### src/common/instruction_format_decode_consts.svh
`ifndef INSTRUCTION_FORMAT_DECODE_CONSTS_SVH
`define INSTRUCTION_FORMAT_DECODE_CONSTS_SVH
`define ADDR_QUEUE_NEW_PSW 24'h00_0088
`define ADDR_RELOC_NEW_PSW 24'h00_0090
`define ADDR_SVC_NEW_STATUS 24'h00_0098
`define ADDR_SVC_LOC_TABLE 24'h00_009C
`define ADDR_FAULT_NEW_PSW 24'h00_00C8
`define ADDR_ISP_TABLE 24'h00_00D0
`define ADDR_ISP_LAST 24'h00_08CF
`define PSW_XLATE_BIT 21
`define FLOAT_EXP_BIAS 7'h40
`define RX3_MARK 4'h4
`define ISP_ENTRIES 12'h0400
`define RESET_STATUS 32'h0000_0000
`endif

### src/common/instruction_format_decode_pkg.sv
package instruction_format_decode_pkg;
  typedef enum logic [2:0] {
    register_pair_format,
    short_format,
    indexed_short_displacement_format,
    indexed_relative_format,
    double_indexed_format,
    halfword_immediate_format
  } format_t;
  typedef enum logic [1:0] {
    access_byte,
    access_halfword,
    access_fullword
  } access_t;
  typedef enum logic [2:0] {
    vec_none,
    vec_fault,
    vec_svc,
    vec_queue,
    vec_reloc,
    vec_isp
  } vector_t;
endpackage

### src/design/instruction_format_decode.sv
`timescale 1ns/1ps
`include "instruction_format_decode_consts.svh"
module instruction_format_decode
  import instruction_format_decode_pkg::*;
#(
  parameter int ISP_LIMIT = 1024
) (
  // clock and reset
  input wire logic clock,
  input wire logic rst_n,
  // instruction stream, three halfwords
  input wire logic decode_valid,
  input wire logic [47:0] instr,
  input wire logic [23:0] instr_addr,
  // operand access check
  input wire logic access_valid,
  input wire access_t access_size,
  input wire logic [23:0] access_addr,
  input wire logic [15:0] half_operand,
  input wire logic [31:0] float_operand,
  // location counter loads
  input wire logic loc_load_valid,
  input wire logic [23:0] loc_load_value,
  // vector requests
  input wire logic vector_valid,
  input wire vector_t vector_kind,
  input wire logic [3:0] svc_index,
  input wire logic [9:0] isp_index,
  input wire logic [31:0] new_status,
  // decoded fields
  output format_t format,
  output logic [7:0] operation_code,
  output logic [3:0] first_operand_register,
  output logic [3:0] second_operand_register,
  output logic [3:0] short_immediate,
  output logic [3:0] single_index_register,
  output logic [3:0] first_index_register,
  output logic [3:0] second_index_register,
  output logic [14:0] displacement_field,
  output logic [23:0] direct_address_field,
  output logic [15:0] immediate_operand_field,
  output logic [3:0] instr_length,
  output logic decode_done,
  // operand results
  output logic [31:0] extended_operand,
  output logic [6:0] float_exponent,
  output logic float_sign,
  output logic operand_negative,
  output logic operand_zero,
  // fault and vector
  output logic data_format_fault,
  output logic [23:0] vector_addr,
  output logic vector_translate,
  output logic vector_done
);
  // the pointer table holds at most 1024 halfword entries
  if (ISP_LIMIT < 1 || ISP_LIMIT > 1024) begin : g_bad_limit
    $error("ISP_LIMIT out of range");
  end

  // ==========================================================
  // helpers
  function automatic format_t classify(input logic [15:0] second);
    if (second[15:12] == `RX3_MARK) begin
      classify = double_indexed_format;
    end else if (second[15]) begin
      classify = indexed_relative_format;
    end else begin
      classify = indexed_short_displacement_format;
    end
  endfunction

  function automatic logic misaligned(input access_t sz, input logic [23:0] a);
    case (sz)
      access_fullword: misaligned = a[1] | a[0];
      access_halfword: misaligned = a[0];
      default: misaligned = 1'b0;
    endcase
  endfunction

  // ==========================================================
  // operand arithmetic
  logic [31:0] ext_w;
  logic [6:0] fexp_w;
  logic fsign_w;
  logic neg_w;
  logic zero_w;
  sign_extend_unit u_sext (
    .half(half_operand),
    .word(float_operand),
    .extended(ext_w),
    .float_exp(fexp_w),
    .float_sign(fsign_w),
    .float_exp_true(),
    .half_negative(neg_w),
    .half_zero(zero_w)
  );

  // ==========================================================
  // state
  typedef struct packed {
    format_t format;
    logic [7:0] op;
    logic [3:0] r1;
    logic [3:0] r2;
    logic [3:0] nimm;
    logic [3:0] x2;
    logic [3:0] fx2;
    logic [3:0] sx2;
    logic [14:0] disp;
    logic [23:0] addr;
    logic [15:0] imm;
    logic [3:0] len;
    logic done;
    logic [31:0] ext;
    logic [6:0] fexp;
    logic fsign;
    logic neg;
    logic zero;
    logic fault;
    logic [23:0] vaddr;
    logic vxlate;
    logic vdone;
  } state_t;

  state_t s;
  state_t next_s;
  logic [7:0] op_w;
  logic [15:0] second_w;

  always_comb begin
    next_s = s;
    op_w = instr[47:40];
    second_w = instr[31:16];
    next_s.done = 1'b0;
    next_s.fault = 1'b0;
    next_s.vdone = 1'b0;
    if (decode_valid) begin
      next_s.op = op_w;
      next_s.r1 = instr[39:36];
      next_s.r2 = instr[35:32];
      next_s.nimm = instr[35:32];
      next_s.x2 = instr[35:32];
      next_s.fx2 = instr[35:32];
      next_s.sx2 = second_w[11:8];
      next_s.addr = instr[23:0];
      next_s.imm = second_w;
      next_s.done = 1'b1;
      // op bits 7:6 pick the length class: 00 pair or short (op bit 5), 10 pair, 01 indexed, 11 immediate
      case (op_w[7:6])
        2'b00: begin
          next_s.format = op_w[5] ? short_format : register_pair_format;
          next_s.len = 4'h2;
        end
        2'b01: begin
          next_s.format = classify(second_w);
          next_s.len = (classify(second_w) == double_indexed_format) ? 4'h6 : 4'h4;
        end
        2'b11: begin
          next_s.format = halfword_immediate_format;
          next_s.len = 4'h4;
        end
        default: begin
          next_s.format = register_pair_format;
          next_s.len = 4'h2;
        end
      endcase
      if (second_w[15]) begin
        next_s.disp = second_w[14:0];
      end else begin
        next_s.disp = {1'b0, second_w[13:0]};
      end
      next_s.fault = instr_addr[0];
    end
    if (access_valid) begin
      next_s.ext = ext_w;
      next_s.neg = neg_w;
      next_s.zero = zero_w;
      next_s.fexp = fexp_w;
      next_s.fsign = fsign_w;
      if (misaligned(access_size, access_addr)) begin
        next_s.fault = 1'b1;
      end
    end
    if (loc_load_valid && loc_load_value[0]) begin
      next_s.fault = 1'b1;
    end
    if (vector_valid) begin
      next_s.vdone = 1'b1;
      next_s.vxlate = 1'b0;
      case (vector_kind)
        vec_fault: next_s.vaddr = `ADDR_FAULT_NEW_PSW;
        vec_svc: begin
          next_s.vaddr = `ADDR_SVC_LOC_TABLE + {19'h0_0000, svc_index, 1'b0};
          next_s.vxlate = new_status[31 - `PSW_XLATE_BIT];
        end
        vec_queue: next_s.vaddr = `ADDR_QUEUE_NEW_PSW;
        vec_reloc: next_s.vaddr = `ADDR_RELOC_NEW_PSW;
        vec_isp: next_s.vaddr = `ADDR_ISP_TABLE + {13'h0000, isp_index, 1'b0};
        default: next_s.vaddr = `ADDR_SVC_NEW_STATUS;
      endcase
    end
  end

  always_ff @(posedge clock) begin
    if (!rst_n) begin
      s <= '0;
    end else begin
      s <= next_s;
    end
  end

  // ==========================================================
  // outputs
  assign format = s.format;
  assign operation_code = s.op;
  assign first_operand_register = s.r1;
  assign second_operand_register = s.r2;
  assign short_immediate = s.nimm;
  assign single_index_register = s.x2;
  assign first_index_register = s.fx2;
  assign second_index_register = s.sx2;
  assign displacement_field = s.disp;
  assign direct_address_field = s.addr;
  assign immediate_operand_field = s.imm;
  assign instr_length = s.len;
  assign decode_done = s.done;
  assign extended_operand = s.ext;
  assign float_exponent = s.fexp;
  assign float_sign = s.fsign;
  assign operand_negative = s.neg;
  assign operand_zero = s.zero;
  assign data_format_fault = s.fault;
  assign vector_addr = s.vaddr;
  assign vector_translate = s.vxlate;
  assign vector_done = s.vdone;

  // ==========================================================
  // assertions
  a_fullword_align: assert property (@(posedge clock) disable iff (!rst_n)
    access_valid && access_size == access_fullword && access_addr[1:0] != 2'b00
    |=> data_format_fault) else $error("fullword misalignment missed");
  a_halfword_align: assert property (@(posedge clock) disable iff (!rst_n)
    access_valid && access_size == access_halfword && access_addr[0]
    |=> data_format_fault) else $error("halfword misalignment missed");
  a_odd_loc: assert property (@(posedge clock) disable iff (!rst_n)
    loc_load_valid && loc_load_value[0] |=> data_format_fault)
    else $error("odd location counter missed");
  a_no_spurious: assert property (@(posedge clock) disable iff (!rst_n)
    !access_valid && !loc_load_valid && !(decode_valid && instr_addr[0])
    |=> !data_format_fault) else $error("spurious fault");
  a_sign_ext: assert property (@(posedge clock) disable iff (!rst_n)
    access_valid |=> extended_operand == {{16{$past(half_operand[15])}},
    $past(half_operand)}) else $error("sign extension wrong");
  a_fault_vec: assert property (@(posedge clock) disable iff (!rst_n)
    vector_valid && vector_kind == vec_fault
    |=> vector_addr == 24'h00_00C8 && !vector_translate) else $error("fault vector wrong");
  a_svc_vec: assert property (@(posedge clock) disable iff (!rst_n)
    vector_valid && vector_kind == vec_svc |=> vector_addr >= 24'h00_009C
    && vector_addr <= 24'h00_00BA) else $error("svc vector out of table");
  a_isp_range: assert property (@(posedge clock) disable iff (!rst_n)
    vector_valid && vector_kind == vec_isp |=> vector_addr >= 24'h00_00D0
    && vector_addr <= 24'h00_08CF) else $error("isp vector out of table");
  a_rx3_decode: assert property (@(posedge clock) disable iff (!rst_n)
    decode_valid && instr[47:46] == 2'b01 && instr[31:28] == 4'h4
    |=> format == double_indexed_format && instr_length == 4'h6)
    else $error("double indexed decode wrong");
  a_opcode: assert property (@(posedge clock) disable iff (!rst_n)
    decode_valid |=> operation_code == $past(instr[47:40])) else $error("opcode wrong");
  a_first_reg: assert property (@(posedge clock) disable iff (!rst_n)
    decode_valid |=> first_operand_register == $past(instr[39:36]))
    else $error("first register wrong");

  // ==========================================================
  // per-format field checks and the odd instruction address fault
  a_pair_fields: assert property (@(posedge clock) disable iff (!rst_n)
    decode_valid && instr[47:45] == 3'b000
    |=> format == register_pair_format && instr_length == 4'h2
    && second_operand_register == $past(instr[35:32])) else $error("pair format wrong");
  a_short_imm: assert property (@(posedge clock) disable iff (!rst_n)
    decode_valid && instr[47:45] == 3'b001
    |=> format == short_format && short_immediate == $past(instr[35:32]))
    else $error("short immediate wrong");
  a_rx1_disp: assert property (@(posedge clock) disable iff (!rst_n)
    decode_valid && instr[47:46] == 2'b01 && instr[31:30] == 2'b00
    |=> format == indexed_short_displacement_format
    && displacement_field == {1'b0, $past(instr[29:16])}
    && single_index_register == $past(instr[35:32])) else $error("short displacement wrong");
  a_rx2_disp: assert property (@(posedge clock) disable iff (!rst_n)
    decode_valid && instr[47:46] == 2'b01 && instr[31]
    |=> format == indexed_relative_format && displacement_field == $past(instr[30:16]))
    else $error("relative displacement wrong");
  a_rx3_fields: assert property (@(posedge clock) disable iff (!rst_n)
    decode_valid && instr[47:46] == 2'b01 && instr[31:28] == 4'h4
    |=> second_index_register == $past(instr[27:24])
    && direct_address_field == $past(instr[23:0])) else $error("double index fields wrong");
  a_ri1_fields: assert property (@(posedge clock) disable iff (!rst_n)
    decode_valid && instr[47:46] == 2'b11
    |=> format == halfword_immediate_format && instr_length == 4'h4
    && immediate_operand_field == $past(instr[31:16])) else $error("immediate format wrong");
  a_odd_instr: assert property (@(posedge clock) disable iff (!rst_n)
    decode_valid && instr_addr[0] |=> data_format_fault)
    else $error("odd instruction address missed");

  // ==========================================================
  // operand checks
  a_sign_flags: assert property (@(posedge clock) disable iff (!rst_n)
    access_valid |=> operand_negative == $past(half_operand[15])
    && operand_zero == ($past(half_operand) == 16'h0000)) else $error("sign flags wrong");
  a_float_fields: assert property (@(posedge clock) disable iff (!rst_n)
    access_valid |=> {float_sign, float_exponent} == $past(float_operand[31:24]))
    else $error("float fields wrong");
  a_byte_free: assert property (@(posedge clock) disable iff (!rst_n)
    access_valid && access_size == access_byte && !loc_load_valid && !decode_valid
    |=> !data_format_fault) else $error("byte access faulted");

  // ==========================================================
  // vector checks
  a_svc_xlate: assert property (@(posedge clock) disable iff (!rst_n)
    vector_valid && vector_kind == vec_svc |=> vector_translate == $past(new_status[10]))
    else $error("svc translation wrong");
  a_other_abs: assert property (@(posedge clock) disable iff (!rst_n)
    vector_valid && vector_kind != vec_svc |=> !vector_translate)
    else $error("absolute pointer translated");
  a_queue_vec: assert property (@(posedge clock) disable iff (!rst_n)
    vector_valid && vector_kind == vec_queue |=> vector_addr == 24'h00_0088)
    else $error("queue vector wrong");
  a_reloc_vec: assert property (@(posedge clock) disable iff (!rst_n)
    vector_valid && vector_kind == vec_reloc |=> vector_addr == 24'h00_0090)
    else $error("relocation vector wrong");
  a_vec_pulse: assert property (@(posedge clock) disable iff (!rst_n)
    vector_valid |=> vector_done) else $error("vector done missing");

  // ==========================================================
  // covers
  c_rx2: cover property (@(posedge clock) decode_done && format == indexed_relative_format);
  c_rr: cover property (@(posedge clock) decode_done && format == register_pair_format);
  c_rx3: cover property (@(posedge clock) decode_done && format == double_indexed_format);
  c_fault: cover property (@(posedge clock) data_format_fault);
  c_svc: cover property (@(posedge clock) vector_done && vector_translate);
endmodule

### src/design/sign_extend_unit.sv
`timescale 1ns/1ps
`include "instruction_format_decode_consts.svh"
module sign_extend_unit
  import instruction_format_decode_pkg::*;
(
  // operand in
  input wire logic [15:0] half,
  input wire logic [31:0] word,
  // results
  output logic [31:0] extended,
  output logic [6:0] float_exp,
  output logic float_sign,
  output logic [7:0] float_exp_true,
  output logic half_negative,
  output logic half_zero
);
  always_comb begin
    extended = {{16{half[15]}}, half};
    half_negative = half[15];
    half_zero = (half == 16'h0000);
    float_sign = word[31];
    float_exp = word[30:24];
    float_exp_true = {1'b0, word[30:24]} - {1'b0, `FLOAT_EXP_BIAS};
  end
endmodule

### config.mk
export PLATFORM = sky130hd
export DESIGN_NAME = instruction_format_decode
export DESIGN_NICKNAME = d
export VERILOG_FILES = /design/src/common/instruction_format_decode_pkg.sv /design/src/design/instruction_format_decode.sv /design/src/design/sign_extend_unit.sv
export VERILOG_INCLUDE_DIRS = /design/src /design/src/common
export SDC_FILE = /design/constraint.sdc
export NUM_CORES = 1
export LEC_CHECK = 0
export BUFFER_PORTS_ARGS = -buffer_cell sky130_fd_sc_hd__buf_2
export CAP_MARGIN = 20
export CORE_AREA = 2 2 150 152
export DETAILED_ROUTE_END_ITERATION = 10
export DIE_AREA = 0 0 152 154
export HOLD_SLACK_MARGIN = 0.1
export PLACE_DENSITY_LB_ADDON = 0.12
export SKIP_CTS_REPAIR_TIMING = 1
export SYNTH_ARGS = -nofsm -noshare
export SYNTH_HDL_FRONTEND = slang
export SYNTH_SLANG_ARGS = --single-unit
### constraint.sdc
create_clock -name clock -period 1.6 [get_ports clock]
set_input_delay 0.24 -clock clock [delete_from_list [all_inputs] [get_ports clock]]
set_output_delay 0.24 -clock clock [all_outputs]
set_load 0.01 [all_outputs]
==> impl_summary.log, run 1 <==
INFO  metric layout-drive-gt1-share = 43.8%
INFO  metric drt_pass1_iterations = 4
INFO  metric hpwlAfterDp = 9.35 mm
INFO  metric final_max_slew_viol_count = 0
INFO  metric rsz0062_at_grt = no
INFO  metric numPortBuffers = 250
INFO  metric diodes = 0
INFO  metric mostFrequentLayoutCells = 249 x buf_2, 94 x dfxtp_1, 75 x nor2_1
INFO  metric async_flop_share = 0%
INFO  metric vdd_ir_drop_max = 431 uV
INFO  metric worstSetupEndpointType = output port
INFO  metric cts.sinks = 94
INFO  metric root_buffer = clkbuf_16
INFO  metric grt_antenna_before_repair = 0
INFO  metric ys_seq_area_share = 45.1%
INFO  metric drt-total-wl = 12.1 mm
INFO  metric power.density_cell_area = 981 nW/um2
INFO  metric final_min_period_over_clock_period = 87.5%
INFO  metric cp-start-kind = flip-flop
INFO  metric gr-usage-all-layers = 10.1%
INFO  metric area_delta_synth_final = 34.4%
INFO  metric largest_net_degree_at_the_start_of_global_routing = 38
INFO  metric design_power_total = 0.00550 W
INFO  metric globalplace.congestion = 0.740
INFO  metric global_route.overflow_total = 0
INFO  metric cells_after_synthesis = 435
INFO  metric insertion_delay = 0.35 ns
INFO  metric post-synth-top-area-cell = dfxtp_1
INFO  metric synth_top_area_share = 45.1%
INFO  metric run_status = finished, final reports clean
INFO  metric holdCritPathClass = input port to flip-flop
INFO  metric drt_first_iter_violations = 87
INFO  metric cts_max_path_buffers = 2
INFO  metric timing.critical_path.required = 1.36 ns
INFO  metric fp.dieW = 152 um
INFO  metric clock_pin_slew_on_the_worst_setup_and_hold_paths = 0.07 ns
INFO  metric timing.max_cap.violations = 0
INFO  metric critPathMaxFanout = 19
INFO  metric crit_family = flip-flops
INFO  metric period_needed = 1.40 ns
INFO  metric h-tree-depth = 3
INFO  metric number_of_flops_mapped_to_enable_cells_by_yosys = 0
INFO  metric crit_chain = buf_2
INFO  metric finalSetupViolCount = 0
INFO  metric synth_cell_types = 45
INFO  metric drt-wirelength-per-cell = 13.3 um
INFO  metric initial_util = 19.2%
INFO  metric critical_path_class = flip-flop to output port
INFO  metric ys.warnings.count = 0
INFO  metric avgViaCountPerCell = 3.88
INFO  metric post-route-drc-count = 0
INFO  metric finClkSkew = 0 ns
INFO  metric grt_pass1_vias = 3550
INFO  metric postSynth.topFlopCell = dfxtp_1
INFO  metric synth.area.top_cells = dfxtp_1 45%, mux2i_1 17%, buf_4 13%
INFO  metric dr_total_vias = 3543
INFO  metric avgSynthCellArea = 9.58 um2
INFO  metric finalNetCount = 856
INFO  metric num-fill-cells = 2353
INFO  metric cts-buffers-inserted = 9
INFO  metric mostFrequentLayoutCell = buf_2
INFO  metric io_pins = 389
INFO  metric reg2reg_setup_slack = 0.73 ns
INFO  metric design.core.area = 21700 um2
INFO  metric cp.arrival = 1.16 ns
INFO  metric power_leakage = 2.97 nW
INFO  metric timing.setup.tns = 0 ns
INFO  metric grt_pass1_wl = 18.9 mm
INFO  metric design.die.area = 23400 um2
INFO  metric tritoncts = yes
INFO  metric post_synth_instance_area = 4170 um2
INFO  metric hold_violations_final = 0
INFO  metric final_antenna_net_count = 0
INFO  metric timing.critical_path.slowest_stage_cell = dfxtp_1
INFO  metric fp.dieH = 154 um
INFO  metric clock.fmax = 714 MHz
INFO  metric timing.critical_path.slowest_cell_delay = 0.59 ns
INFO  metric number_of_register_bits_inferred_by_synthesis = 94
INFO  metric critPathBufInv = 1
INFO  metric rows = 54
==> worst paths after layout <==
check                                    start                                    to  cells past startpoint
max          extended_operand[15]$_SDFFE_PN0P_                      operand_negative                      1
min                                   instr[9]  direct_address_field[9]$_SDFFE_PN0P_                      3
max reg2reg  extended_operand[15]$_SDFFE_PN0P_     extended_operand[15]$_SDFFE_PN0P_                      2
min reg2reg        vector_addr[9]$_SDFFE_PN0P_           vector_addr[9]$_SDFFE_PN0P_                      2
==> worst reg2reg max path: cells and delay by family, from the launching register on <==
kind,cells,cell delay [ns]
multiplexers,1,0.13
flip-flops,1,0.59
AND/OR/NAND/NOR,1,0.09
==> Yosys cell counts (2+ instances only) <==
cell       n
a211o_1    2
a21oi_1   11
a22o_1     2
a22oi_1    4
a32o_1     2
and2_1     3
and3b_1    2
buf_2      9
buf_4     70
clkbuf_1  10
dfxtp_1   94
ha_1       4
inv_1      8
mux2i_1   71
nand2_1    9
nand2b_1   8
nand3_1    7
nand3b_1   2
nor2_1    75
nor3b_1    2
nor4_1     3
nor4b_1    2
o21ai_0    3
o21ai_1    6
or3_1      3
xnor2_1    4
==> power by group <==
part	switching, W	internal, W	total [W]
sequential	0.0000775	0.00247	0.00255
combinational	0.000469	0.000405	0.000874
clock	0.000971	0.00111	0.00208
==> logic make-up after synthesis <==
kind of cell,count (synthesis),synth area share (%)
flops,94,45.1
other cells,1,0.0899
xor+xnor,5,1.05
fa+ha+maj,4,1.20
simple gates,122,13.5
compound gates,37,5.88
mux,71,17.0
buf+inv,101,16.1
==> per-layer routing <==
| metal | up-vias | share of wire [%] | global-route usage [%] |
|---|---|---|---|
| met5 | - | 0 | 0 |
| met4 | 0 | 1.5 | 4.05 |
| met3 | 11 | 9.8 | 4.11 |
| met2 | 169 | 45 | 16.5 |
| met1 | 1608 | 44 | 11.9 |
| li1 | 1755 | - | - |
==> cell type report <==
| type | count | area (um2) | area share, % |
|---|---|---|---|
| repair buffers | 259 | 1380 | 24.7 |
| flip-flops and latches | 94 | 1880 | 33.6 |
| well taps | 280 | 350 | 6.25 |
| multi-input cells | 254 | 1670 | 29.8 |
| clock buffers | 10 | 239 | 4.26 |
| inverters | 9 | 33.8 | 0.603 |
| clock inverters | 6 | 46.3 | 0.826 |
==> state kept, by name, summed over array words and instances, names as in the netlist, 3 cells and up <==
name / flops
direct_address_field: 16
float_exponent: 7
second_index_register: 3
displacement_field: 12
first_index_register: 4
vector_addr: 11
format: 3
first_operand_register: 4
operation_code: 8
extended_operand: 16
==> metrics by stage <==
step | utilization (%) | setup WS [ns] | instance area (um2) | hold slack (ns) | std cells
floorplan | - | 0.385 | 4220 | 0.387 | 449
global placement | 24.5 | 0.184 | 5320 | 0.444 | 896
detailed placement | 24.5 | 0.173 | 5320 | 0.457 | 896
CTS | 25.8 | 0.139 | 5600 | 0.101 | 912
global route | 25.8 | 0.0481 | 5600 | 0.115 | 912
finish | 25.8 | 0.200 | 5600 | 0.126 | 912
Power figures use the tool's default switching activity.
==> run 2: changes to the inputs <==
- CORE_AREA: 2 2 150 152 -> 2 2 153 155
- CTS_BUF_LIST: not set -> sky130_fd_sc_hd__clkbuf_4 sky130_fd_sc_hd__clkbuf_8
- DIE_AREA: 0 0 152 154 -> 0 0 155 157
==> impl_summary.log, run 2 (same netlist as run 1, synthesis figures left out) <==
INFO  metric post-route-drc-count = 0
INFO  metric post_layout_nonfiller_instances = 938
INFO  metric grt_antenna_before_repair = 0
INFO  metric grt_most_used_layer = met2
INFO  metric cts.sinks = 94
INFO  metric h-tree-depth = 3
INFO  metric critPathMaxFanout = 19
INFO  metric gr-usage-all-layers = 9.69%
INFO  metric power.share.switching = 28.5%
INFO  metric mostFrequentLayoutCells = 249 x buf_2, 93 x dfxtp_1, 75 x nor2_1
INFO  metric hold_ws = 0.0998 ns
INFO  metric area_delta_synth_final = 37.1%
INFO  metric timing.setup.tns = 0 ns
INFO  metric clock_pin_slew_on_the_worst_setup_and_hold_paths = 0.10 ns
INFO  metric cell_internal_pwr = 0.00366 W
INFO  metric vdd_ir_drop_max = 430 uV
INFO  metric hold_violations_final = 0
INFO  metric period_needed = 1.28 ns
INFO  metric io_pins = 389
INFO  metric numPortBuffers = 250
INFO  metric drt_pass1_iterations = 4
INFO  metric crit_family = flip-flops
INFO  metric gr-usage-met2 = 16.1%
INFO  metric p_seq_share = 49.8%
INFO  metric r2r.worst_path.cells = 2
INFO  metric worstSetupEndpointType = output port
INFO  metric finalWorstSetupSlack = 0.322 ns
INFO  metric drt_first_iter_violations = 64
INFO  metric num-fill-cells = 2483
INFO  metric cp-start-kind = flip-flop
INFO  metric cp.arrival = 1.04 ns
INFO  metric root_buffer = clkbuf_8
INFO  metric holdCritPathClass = input port to flip-flop
INFO  metric fp.dieH = 157 um
INFO  metric largest_net_degree_at_the_start_of_global_routing = 43
INFO  metric whs_path_depth = 3
INFO  metric power.density_cell_area = 895 nW/um2
INFO  metric total_switching_power = 0.00146 W
INFO  metric layout.core_utilization = 25.4%
INFO  metric fp.dieW = 155 um
INFO  metric grt_use_met1 = 10.9%
INFO  metric diodes = 0
INFO  metric finalNetCount = 877
INFO  metric power_leakage = 3.02 nW
INFO  metric global_route.overflow_total = 0
INFO  metric cts-buffers-inserted = 9
INFO  metric grt_util_met3 = 3.99%
INFO  metric dp_cells = 900
INFO  metric final_min_period_over_clock_period = 79.9%
INFO  metric final_max_slew_viol_count = 0
INFO  metric timing.critical_path.slowest_cell_delay = 0.48 ns
INFO  metric timing.max_cap.violations = 0
INFO  metric path_depth = 1
INFO  metric critical_path_class = flip-flop to output port
INFO  metric grt_pass1_wl = 18.3 mm
INFO  metric design.core.area = 22500 um2
INFO  metric timing.critical_path.slowest_stage_cell = dfxtp_2
INFO  metric mostFrequentLayoutCell = buf_2
INFO  metric avgViaCountPerCell = 3.85
INFO  metric pwr-share-comb = 17.7%
INFO  metric layout-drive-gt1-share = 42.4%
INFO  metric cts_max_path_buffers = 2
INFO  metric design.die.area = 24300 um2
INFO  metric insertion_delay = 0.37 ns
INFO  metric grt_pass1_vias = 3485
INFO  metric critPathBufInv = 1
INFO  metric tritoncts = yes
INFO  metric drt-wirelength-per-cell = 13.0 um
INFO  metric run_status = finished, final reports clean
INFO  metric dr_total_vias = 3607
INFO  metric clock_network_fraction_of_total_power = 32.5%
INFO  metric hpwlAfterDp = 9.28 mm
INFO  metric finClkSkew = 0 ns
INFO  metric crit_chain = buf_2
INFO  metric globalplace.congestion = 0.699
INFO  metric drt-total-wl = 12.2 mm
INFO  metric finalSetupViolCount = 0
INFO  metric initial_util = 18.5%
INFO  metric final_antenna_net_count = 0
INFO  metric rsz0062_at_grt = no
INFO  metric dpl_worst_slack = 0.154 ns
INFO  metric clock.fmax = 783 MHz
INFO  metric timing.critical_path.required = 1.36 ns
INFO  metric rows = 55
## run 2: cell type report
cell class              count  area, um2  area share, %
repair buffers            280       1570           27.5
well taps                 285        357           6.24
clock inverters             6       70.1           1.23
clock buffers              10        131           2.30
inverters                   9       33.8          0.591
flip-flops and latches     94       1880           32.9
multi-input cells         254       1670           29.2
## run 2: path summary, 6_finish.rpt
| kind | from | end | slack (ns) |
|---|---|---|---|
| worst max-delay path | extended_operand[15]$_SDFFE_PN0P_ | operand_negative | 0.32 |
| worst min-delay path | instr[22] | displacement_field[6]$_SDFFE_PN0P_ | 0.1 |
| worst max register to register | extended_operand[15]$_SDFFE_PN0P_ | extended_operand[15]$_SDFFE_PN0P_ | 0.87 |
| worst min register to register | vector_addr[5]$_SDFFE_PN0P_ | vector_addr[5]$_SDFFE_PN0P_ | 0.47 |
## run 2: power groups by stage
stage / registers (W) / logic, W / clock network (W)
finish: 0.00255 / 0.000907 / 0.00166
global placement: 0.00259 / 0.000883 / 0
floorplan: 0.00266 / 0.000507 / 0
CTS: 0.00255 / 0.000886 / 0.00181
detailed placement: 0.00260 / 0.000884 / 0
global route: 0.00257 / 0.00101 / 0.00189
## run 2: metal layers
metal,vias up,part of all wire (%)
met1,1639,42
met2,162,46
met3,11,9.9
met5,-,0
met4,0,1.6
li1,1795,-
## run 2: metrics by stage
step | area [um2] | power, W
global placement | 5290 | 0.00348
global route | 5720 | 0.00546
finish | 5720 | 0.00511
detailed placement | 5290 | 0.00348
CTS | 5490 | 0.00524
floorplan | 4220 | 0.00317
